$ cat src/rtl/atdma_map.svh
// Address decode ranges, channel constants, bus timing and reset values
`ifndef ATDMA_MAP_SVH
`define ATDMA_MAP_SVH
`define ATDMA_CORE_MHZ   8'd100
`define ATDMA_BUS_MHZ    8'd8
`define ATDMA_WS_MEM     3'd1
`define ATDMA_WS_IO      3'd4
`define ATDMA_CMD_BASE   3'd1
`define ATDMA_DMA1_LO    16'h0000
`define ATDMA_DMA1_HI    16'h000F
`define ATDMA_DMA2_LO    16'h00C0
`define ATDMA_DMA2_HI    16'h00DF
`define ATDMA_PAGE_LO    16'h0080
`define ATDMA_PAGE_HI    16'h009F
`define ATDMA_FDC_CH     3'd2
`define ATDMA_CH_MASK    8'hEF
`define ATDMA_ADDR_RST   16'h0000
`define ATDMA_CNT_RST    16'hFFFF
`define ATDMA_PAGE_RST   8'h00
`define ATDMA_DACK_RST   8'hFF
`endif

$ cat src/rtl/atdma_pkg.sv
// Types shared by the DMA address generator
package atdma_pkg;
    typedef logic [2:0] atdma_ch_t;
    typedef enum logic [3:0]
    {
        ST_IDLE = 4'h1,
        ST_ADDR = 4'h2,
        ST_CMD  = 4'h4,
        ST_END  = 4'h8
    } atdma_state_t;
endpackage : atdma_pkg

$ cat src/rtl/atdma_core.sv
// Seven-channel cascaded DMA engine: arbitration, address generation, handshakes
`timescale 1ns/10ps
`default_nettype none
`include "atdma_map.svh"
// Notes on behaviour
// - Two cascaded controllers, seven usable channels
// - Channel 4 is cascade only, never transfers
// - Channels 0-3 move bytes
// - Byte channels: counter A0-A15, page A16-A23
// - Byte channel block at most 64K bytes
// - Channels 5-7 move 16-bit words only
// - Word channels: counter A1-A16, page A17-A23
// - Word channel block at most 128K bytes
// - Word channels never drive A0 high
// - Every channel reaches full 24-bit space
// - Counter carry never bumps the page
// - Channel 2 serves the onboard floppy
// - Three handshakes on the 8-bit connector
// - Four more handshakes on the 16-bit extension
// - Memory cycles carry one wait state
// - I/O cycles carry four wait states
// - Bus cycles timed from 8 MHz clock
// - First controller decodes ports 0000h-000Fh
// - Second controller decodes ports 00C0h-00DFh
// - Page registers decode ports 0080h-009Fh
module atdma_core
(
    input  wire logic                 core_clk_i,
    input  wire logic                 rst_n_i,
    input  wire logic                 ce_i,
    input  wire logic [7:0]           slot_drq_i,
    input  wire logic                 fdc_drq_i,
    input  wire logic                 fdc_en_i,
    input  wire logic                 prog_we_i,
    input  wire atdma_pkg::atdma_ch_t prog_ch_i,
    input  wire logic [15:0]          prog_addr_i,
    input  wire logic [15:0]          prog_cnt_i,
    input  wire logic [7:0]           prog_page_i,
    input  wire logic                 prog_io_i,
    input  wire logic                 prog_rd_i,
    input  wire logic [15:0]          io_addr_i,
    output logic [7:0]                dack_n_o,
    output logic                      fdc_dack_n_o,
    output logic [23:0]               addr_o,
    output logic                      aen_o,
    output logic                      cmd_o,
    output logic                      io_cyc_o,
    output logic                      mem_rd_o,
    output logic                      word_o,
    output logic                      tc_o,
    output logic [7:0]                active_o,
    output logic                      sel_dma1_o,
    output logic                      sel_dma2_o,
    output logic                      sel_page_o
);
    import atdma_pkg::*;

    // ************************************************************
    // Request synchronisers
    // ************************************************************
    logic [7:0] raw_drq;
    logic [7:0] s1_q;
    logic [7:0] s2_q;
    logic [7:0] s3_q;
    logic [7:0] drq_f_q;

    // Floppy owns channel 2 when present, else the slot line does
    assign raw_drq = {slot_drq_i[7:3], fdc_en_i ? fdc_drq_i : slot_drq_i[2],
                      slot_drq_i[1:0]};

    always_ff @(posedge core_clk_i)
    begin
        if (!rst_n_i)
        begin
            s1_q    <= 8'h00;
            s2_q    <= 8'h00;
            s3_q    <= 8'h00;
            drq_f_q <= 8'h00;
        end
        else if (ce_i)
        begin
            s1_q <= raw_drq;
            s2_q <= s1_q;
            s3_q <= s2_q;
            for (int i = 0; i < 8; i++)
            begin
                if (s2_q[i] == s3_q[i])
                begin
                    drq_f_q[i] <= s3_q[i];
                end
            end
        end
    end

    // ************************************************************
    // Bus clock enable
    // ************************************************************
    // Fractional accumulator keeps the mean rate exact at 8 MHz
    logic [7:0] acc_q;
    logic [8:0] acc_sum;
    logic       tick;

    assign acc_sum = {1'b0, acc_q} + {1'b0, `ATDMA_BUS_MHZ};
    assign tick    = ce_i && (acc_sum >= {1'b0, `ATDMA_CORE_MHZ});

    always_ff @(posedge core_clk_i)
    begin
        if (!rst_n_i)
        begin
            acc_q <= 8'h00;
        end
        else if (ce_i)
        begin
            acc_q <= tick ? 8'(acc_sum - {1'b0, `ATDMA_CORE_MHZ}) : acc_sum[7:0];
        end
    end

    // ************************************************************
    // Channel state
    // ************************************************************
    logic [7:0][15:0] addr_q;
    logic [7:0][15:0] cnt_q;
    logic [7:0][7:0]  page_q;
    logic [7:0]       io_q;
    logic [7:0]       rd_q;
    logic [7:0]       act_q;
    logic [7:0]       wr_sel;
    logic [7:0]       step_sel;
    logic             step;
    atdma_ch_t        cur_q;

    // Writes to the cascade position are dropped
    assign wr_sel   = prog_we_i ? ((8'h01 << prog_ch_i) & `ATDMA_CH_MASK) : 8'h00;
    assign step_sel = step ? (8'h01 << cur_q) : 8'h00;

    always_ff @(posedge core_clk_i)
    begin
        if (!rst_n_i)
        begin
            for (int i = 0; i < 8; i++)
            begin
                addr_q[i] <= `ATDMA_ADDR_RST;
                cnt_q[i]  <= `ATDMA_CNT_RST;
                page_q[i] <= `ATDMA_PAGE_RST;
            end
            io_q  <= 8'h00;
            rd_q  <= 8'h00;
            act_q <= 8'h00;
        end
        else if (ce_i)
        begin
            for (int i = 0; i < 8; i++)
            begin
                if (wr_sel[i])
                begin
                    addr_q[i] <= prog_addr_i;
                    cnt_q[i]  <= prog_cnt_i;
                    page_q[i] <= prog_page_i;
                    io_q[i]   <= prog_io_i;
                    rd_q[i]   <= prog_rd_i;
                    act_q[i]  <= 1'b1;
                end
                else if (step_sel[i])
                begin
                    // 16-bit counter wraps inside its page, page untouched
                    addr_q[i] <= addr_q[i] + 16'h0001;
                    cnt_q[i]  <= cnt_q[i] - 16'h0001;
                    if (cnt_q[i] == 16'h0000)
                    begin
                        act_q[i] <= 1'b0;
                    end
                end
            end
        end
    end

    // ************************************************************
    // Cascaded fixed-priority arbiter
    // ************************************************************
    logic [7:0] req;
    logic       gnt_vld;
    atdma_ch_t  gnt_ch;

    // Channels 0-3 win through the cascade slot ahead of 5-7
    assign req     = drq_f_q & act_q & `ATDMA_CH_MASK;
    assign gnt_vld = |req;
    assign gnt_ch  = req[0] ? 3'd0 : req[1] ? 3'd1 : req[2] ? 3'd2 :
                     req[3] ? 3'd3 : req[5] ? 3'd5 : req[6] ? 3'd6 : 3'd7;

    // ************************************************************
    // Address forming
    // ************************************************************
    logic [23:0] byte_addr;
    logic [23:0] word_addr;

    assign byte_addr = {page_q[gnt_ch], addr_q[gnt_ch]};
    assign word_addr = {page_q[gnt_ch][7:1], addr_q[gnt_ch], 1'b0};

    // ************************************************************
    // Transfer sequencer
    // ************************************************************
    atdma_state_t st_q;
    atdma_state_t st_d;
    logic [2:0]   wcnt_q;
    logic [2:0]   cmd_len;
    logic [7:0]   dack_q;
    logic         last_cmd;

    assign cmd_len  = `ATDMA_CMD_BASE + (io_cyc_o ? `ATDMA_WS_IO : `ATDMA_WS_MEM);
    assign last_cmd = (wcnt_q == 3'(cmd_len - 3'd1));
    assign step     = (st_q == ST_CMD) && tick && last_cmd;

    always_comb
    begin
        st_d = st_q;
        case (st_q)
            ST_IDLE: if (tick && gnt_vld) st_d = ST_ADDR;
            ST_ADDR: if (tick) st_d = ST_CMD;
            ST_CMD:  if (step) st_d = ST_END;
            ST_END:  if (tick) st_d = ST_IDLE;
            default: st_d = ST_IDLE;
        endcase
    end

    always_ff @(posedge core_clk_i)
    begin
        if (!rst_n_i)
        begin
            st_q     <= ST_IDLE;
            cur_q    <= 3'd0;
            wcnt_q   <= 3'd0;
            dack_q   <= `ATDMA_DACK_RST;
            addr_o   <= 24'h000000;
            cmd_o    <= 1'b0;
            io_cyc_o <= 1'b0;
            mem_rd_o <= 1'b0;
            word_o   <= 1'b0;
            tc_o     <= 1'b0;
        end
        else if (ce_i)
        begin
            st_q <= st_d;
            tc_o <= step && (cnt_q[cur_q] == 16'h0000);
            if (st_q == ST_IDLE && st_d == ST_ADDR)
            begin
                cur_q    <= gnt_ch;
                dack_q   <= ~(8'h01 << gnt_ch);
                addr_o   <= gnt_ch[2] ? word_addr : byte_addr;
                word_o   <= gnt_ch[2];
                io_cyc_o <= io_q[gnt_ch];
                mem_rd_o <= rd_q[gnt_ch];
            end
            if (st_q == ST_ADDR && tick)
            begin
                cmd_o  <= 1'b1;
                wcnt_q <= 3'd0;
            end
            if (st_q == ST_CMD && tick)
            begin
                wcnt_q <= wcnt_q + 3'd1;
            end
            if (step)
            begin
                cmd_o <= 1'b0;
            end
            if (st_q == ST_END && tick)
            begin
                dack_q <= `ATDMA_DACK_RST;
            end
        end
    end

    // ************************************************************
    // Outputs and port decode
    // ************************************************************
    assign dack_n_o     = dack_q | {5'h00, fdc_en_i, 2'h0};
    assign fdc_dack_n_o = dack_q[`ATDMA_FDC_CH] | ~fdc_en_i;
    assign aen_o        = (st_q != ST_IDLE);
    assign active_o     = act_q;
    assign sel_dma1_o   = (io_addr_i <= `ATDMA_DMA1_HI);
    assign sel_dma2_o   = (io_addr_i >= `ATDMA_DMA2_LO) && (io_addr_i <= `ATDMA_DMA2_HI);
    assign sel_page_o   = (io_addr_i >= `ATDMA_PAGE_LO) && (io_addr_i <= `ATDMA_PAGE_HI);

    // ************************************************************
    // Checks
    // ************************************************************
    logic [2:0] hcnt_q;
    logic [4:0] gap_q;
    logic       seen_q;

    always_ff @(posedge core_clk_i)
    begin
        if (!rst_n_i)
        begin
            hcnt_q <= 3'd0;
            gap_q  <= 5'd0;
            seen_q <= 1'b0;
        end
        else if (ce_i)
        begin
            hcnt_q <= !cmd_o ? 3'd0 : (tick ? hcnt_q + 3'd1 : hcnt_q);
            gap_q  <= tick ? 5'd1 : gap_q + 5'd1;
            seen_q <= seen_q | tick;
        end
    end
endmodule : atdma_core
`default_nettype wire

$ cat config.mk
export PLATFORM = sky130hd
export DESIGN_NAME = atdma_core
export DESIGN_NICKNAME = d
export VERILOG_FILES = /design/src/rtl/atdma_pkg.sv /design/src/rtl/atdma_core.sv
export VERILOG_INCLUDE_DIRS = /design/src /design/src/rtl
export SDC_FILE = /design/constraint.sdc
export NUM_CORES = 1
export LEC_CHECK = 0
export CORE_ASPECT_RATIO = 2
export CORE_MARGIN = 3
export CORE_UTILIZATION = 54
export DETAILED_ROUTE_END_ITERATION = 8
export DONT_BUFFER_PORTS = 1
export HOLD_SLACK_MARGIN = 0.15
export PLACE_DENSITY_LB_ADDON = 0.08
export RECOVER_POWER = 100
export SLEW_MARGIN = 5
export SYNTH_ARGS = -nofsm -noshare
export SYNTH_HDL_FRONTEND = slang
export SYNTH_SLANG_ARGS = --single-unit
$ cat constraint.sdc
create_clock -name core_clk_i -period 7.35 [get_ports core_clk_i]
set_clock_uncertainty 0.05 [all_clocks]
set_input_delay 0.735 -clock core_clk_i [delete_from_list [all_inputs] [get_ports core_clk_i]]
set_output_delay 0.735 -clock core_clk_i [all_outputs]
set_load 0.05 [all_outputs]
==> flow_metrics.env <==
export IMPL_gp_congestion=1.005
export IMPL_finalSetupViolCount=0
export IMPL_switchingPower_uw=1144
export IMPL_comb_power_share_pct=5.5
export IMPL_grt_first_pass_wirelength_mm=128.8
export IMPL_cp_end_kind="register"
export IMPL_rows=104
export IMPL_critPathLaunchType="register"
export IMPL_crit_required_ns=7.77
export IMPL_cpMaxStageDelayCell="clkbuf_1"
export IMPL_cts_root_buffer="clkbuf_16"
export IMPL_synth_cell_types=86
export IMPL_grt_overflow_total=0
export IMPL_coreArea_um2=40600
export IMPL_fmax_ghz=0.1797
export IMPL_path_class="register to register"
export IMPL_path_cells="nand2_1 > o311ai_0 > clkbuf_1 > mux2i_1 > a221oi_1 > a31oi_1 > a21oi_1"
export IMPL_ys_ff_latch=394
export IMPL_numPortBuffers=0
export IMPL_chipWidth_um=149.8
export IMPL_fin_cells=3427
export IMPL_period_needed_ns=5.564
export IMPL_synth_async_reset_ratio_pct=0
export IMPL_ir_drop_v=0.0002050
export IMPL_synth_seq_area_share_pct=35.32
export IMPL_cts_max_path_buffers=3
export IMPL_grt_pass1_vias=22600
export IMPL_cts_tree="built"
export IMPL_area_delta_synth_final_pct=5.267
export IMPL_power_density_nw_per_um2=191.9
export IMPL_power_internal_uw=3367
export IMPL_hold_path_class="primary input to register"
export IMPL_cpPeakStageDelay_ns=2.02
export IMPL_finalHoldViolCount=0
export IMPL_dp_final_hpwl_mm=58.68
export IMPL_drive_gt1_share_pct=5.523
export IMPL_firstDrtPassIters=6
export IMPL_worst_pin_slew_ns=3.904
export IMPL_swShare_pct=25.36
export IMPL_postPlaceCellArea_um2=22450
export IMPL_synthesis_nets=3130
export IMPL_grt_max_degree=240
export IMPL_clkTransAtPathRegs_ns=0.07
export IMPL_leakage_uw=0.007638
export IMPL_ant_nets=0
export IMPL_hold_buffers=0
export IMPL_clk_latency_ns=0.57
export IMPL_dieHeight_um=293.6
export IMPL_avgViaCountPerCell=6.886
export IMPL_outcome="finished, violations left"
export IMPL_placed_cells=3360
export IMPL_seq_area_um2=7888
export IMPL_drt_initial_drc_count=2195
export IMPL_finalCritPeriodShare_pct=75.70
export IMPL_avgRoutedWirePerCell_um=24.83
export IMPL_dr_total_vias=23600
export IMPL_cts_htree_levels=2
export IMPL_wl_mm=85.10
export IMPL_drc=0
export IMPL_slew_viol_final=437
export IMPL_multi_input_area_um2=13300
export IMPL_grt_usage_pct=37.42
export IMPL_timing_setup_tns_ns=0
export IMPL_nets=2966
export IMPL_maxCapViolCount=14
export IMPL_pwr_share_seq_pct=50.0
export IMPL_postSynthAreaPerCell_um2=7.357
export IMPL_syn_area_um2=22330
export IMPL_max_slew_margin_pct=-160.2
export IMPL_diodes=0
export IMPL_grt_setup_unrepaired="false"
export IMPL_cts_resized=0
export IMPL_syn_instance_count=3035
export IMPL_synth_edff_count=0
export IMPL_fillers=3932
export IMPL_final_cell_area_um2=23510
export IMPL_antenna_found_initial=0
export IMPL_arrival_ns=5.99
export IMPL_ios=125
export IMPL_clkPwrFrac_pct=44.6
export IMPL_cts_made_buffers=39
export IMPL_start_util_pct=55.00
export IMPL_yosysWarnings=0
export IMPL_post_cts_buffers=0
export IMPL_fp_dieArea_um2=43970
export IMPL_violations="max-capacitance violations, max-slew violations"
export IMPL_cp_max_fo=37
export IMPL_ys_flop_type="dfxtp_1"
export IMPL_cts_sinks=394
logic make-up (layout without fill, tap and decap cells):
logic type | after synthesis | count (layout) | share of synthesized area, %
DFF | 394 | 394 | 35.32
adders and majority gates | 20 | 20 | 1.121
other | 1 | 1 | 0.01679
AOI/OAI and AO/OA | 993 | 993 | 28.16
muxes | 82 | 82 | 3.754
buffers and inverters | 291 | 153 | 5.217
and+or+nand+nor | 1234 | 1234 | 25.62
xor gates and xnor gates | 20 | 20 | 0.7845
area by class of cell:
type / count / share of cell area [%]
multi-input cells: 2350 / 56.60
clock buffers: 52 / 4.700
inverters: 36 / 0.5962
repair buffers: 50 / 1.246
well taps: 530 / 2.821
clock inverters: 15 / 0.4844
flip-flops and latches: 394 / 33.56
flip-flops by register name, summed over array words and instances (netlist names), 7 cells and up:
register,flops
page_q,53
dack_q,8
addr_q,112
drq_f_q,7
cnt_q,128
s3_q,7
io_q,7
s2_q,7
active_o,7
addr_o,24
s1_q,7
rd_q,7
metrics by stage:
stage	hold WS [ns]	utilization [%]	setup WS (ns)	total power [uW]
floorplan	0.3716	-	3.977	2505
global placement	0.3907	55.30	3.506	2530
detailed placement	0.3958	55.30	3.478	2543
CTS	0.2209	58.30	3.460	4519
global route	0.2181	57.90	1.642	4630
finish	0.2490	57.90	1.786	4510
layout by cell type, fill, tap and decap left out, types with 11 or more instances in the layout:
cell type and instances:
nor2_1 261, a221oi_1 19, o221ai_1 16, nand2b_1 15
o21ai_0 242, nand2_1 431, clkbuf_1 27, o31ai_1 43
o211ai_1 48, a211oi_1 31, a31o_2 12, and3_1 29
buf_4 28, nor3b_1 16, nand3_1 156, a32o_1 11
xor2_1 11, mux2i_1 68, clkbuf_16 39, nand4_1 39
a2111oi_0 15, and2_1 25, nor4_1 27, a21oi_1 310
o32ai_1 26, inv_1 35, or2_2 18, nor3_1 123
dfxtp_1 394, o22ai_1 25, ha_1 20, or4_1 13
a32oi_1 11, a31oi_1 70, or3_1 31, o21a_1 15
worst max-delay path, delay by kind of cell, from the launching register on:
family | cells | cell delay, ns
compound gates | 4 | 1.72
buf+inv | 1 | 2.02
flops | 1 | 0.78
mux | 1 | 0.26
simple gates | 1 | 0.61
synth_stat cells (31+ instances only):
| cell | n | area (um^2) |
|---|---|---|
| or3_1 | 31 | 193.9 |
| nand3_1 | 159 | 795.8 |
| nor2_1 | 267 | 1002 |
| mux2i_1 | 68 | 680.7 |
| inv_1 | 36 | 135.1 |
| nand2_1 | 431 | 1618 |
| clkbuf_1 | 219 | 822.0 |
| a31oi_1 | 70 | 437.9 |
| o21ai_0 | 239 | 1196 |
| dfxtp_1 | 394 | 7888 |
| o211ai_1 | 48 | 360.4 |
| nand4_1 | 38 | 237.7 |
| nor3_1 | 123 | 615.6 |
| a211oi_1 | 31 | 232.7 |
| o31ai_1 | 44 | 330.3 |
| a21oi_1 | 311 | 1556 |
layer usage:
metal	routed length (um)	up-vias	track usage, %
li1	-	10840	-
met3	6929	397	7.582
met2	40920	1160	64.21
met1	27900	11210	37.79
met4	9348	0	33.07
met5	0	-	0
power by group through the flow:
stage / logic, uW / clock network [uW] / registers [uW]
5_1_grt: 271 / 2100 / 2260
3_5_place_dp: 244 / 0 / 2300
2_1_floorplan: 228 / 0 / 2280
4_1_cts: 245 / 2020 / 2250
3_3_place_gp: 234 / 0 / 2300
6_report: 247 / 2010 / 2250
worst paths after layout:
check	from	endpoint	slack [ns]	cells after the start
max	active_o[0]	addr_o[1]	1.79	7
min reg2reg	page_q[29]	page_q[29]	0.41	2
min	prog_page_i[6]	page_q[30]	0.25	2
max reg2reg	active_o[0]	addr_o[1]	1.79	7
Note: power is estimated with default switching activity, not from simulation.
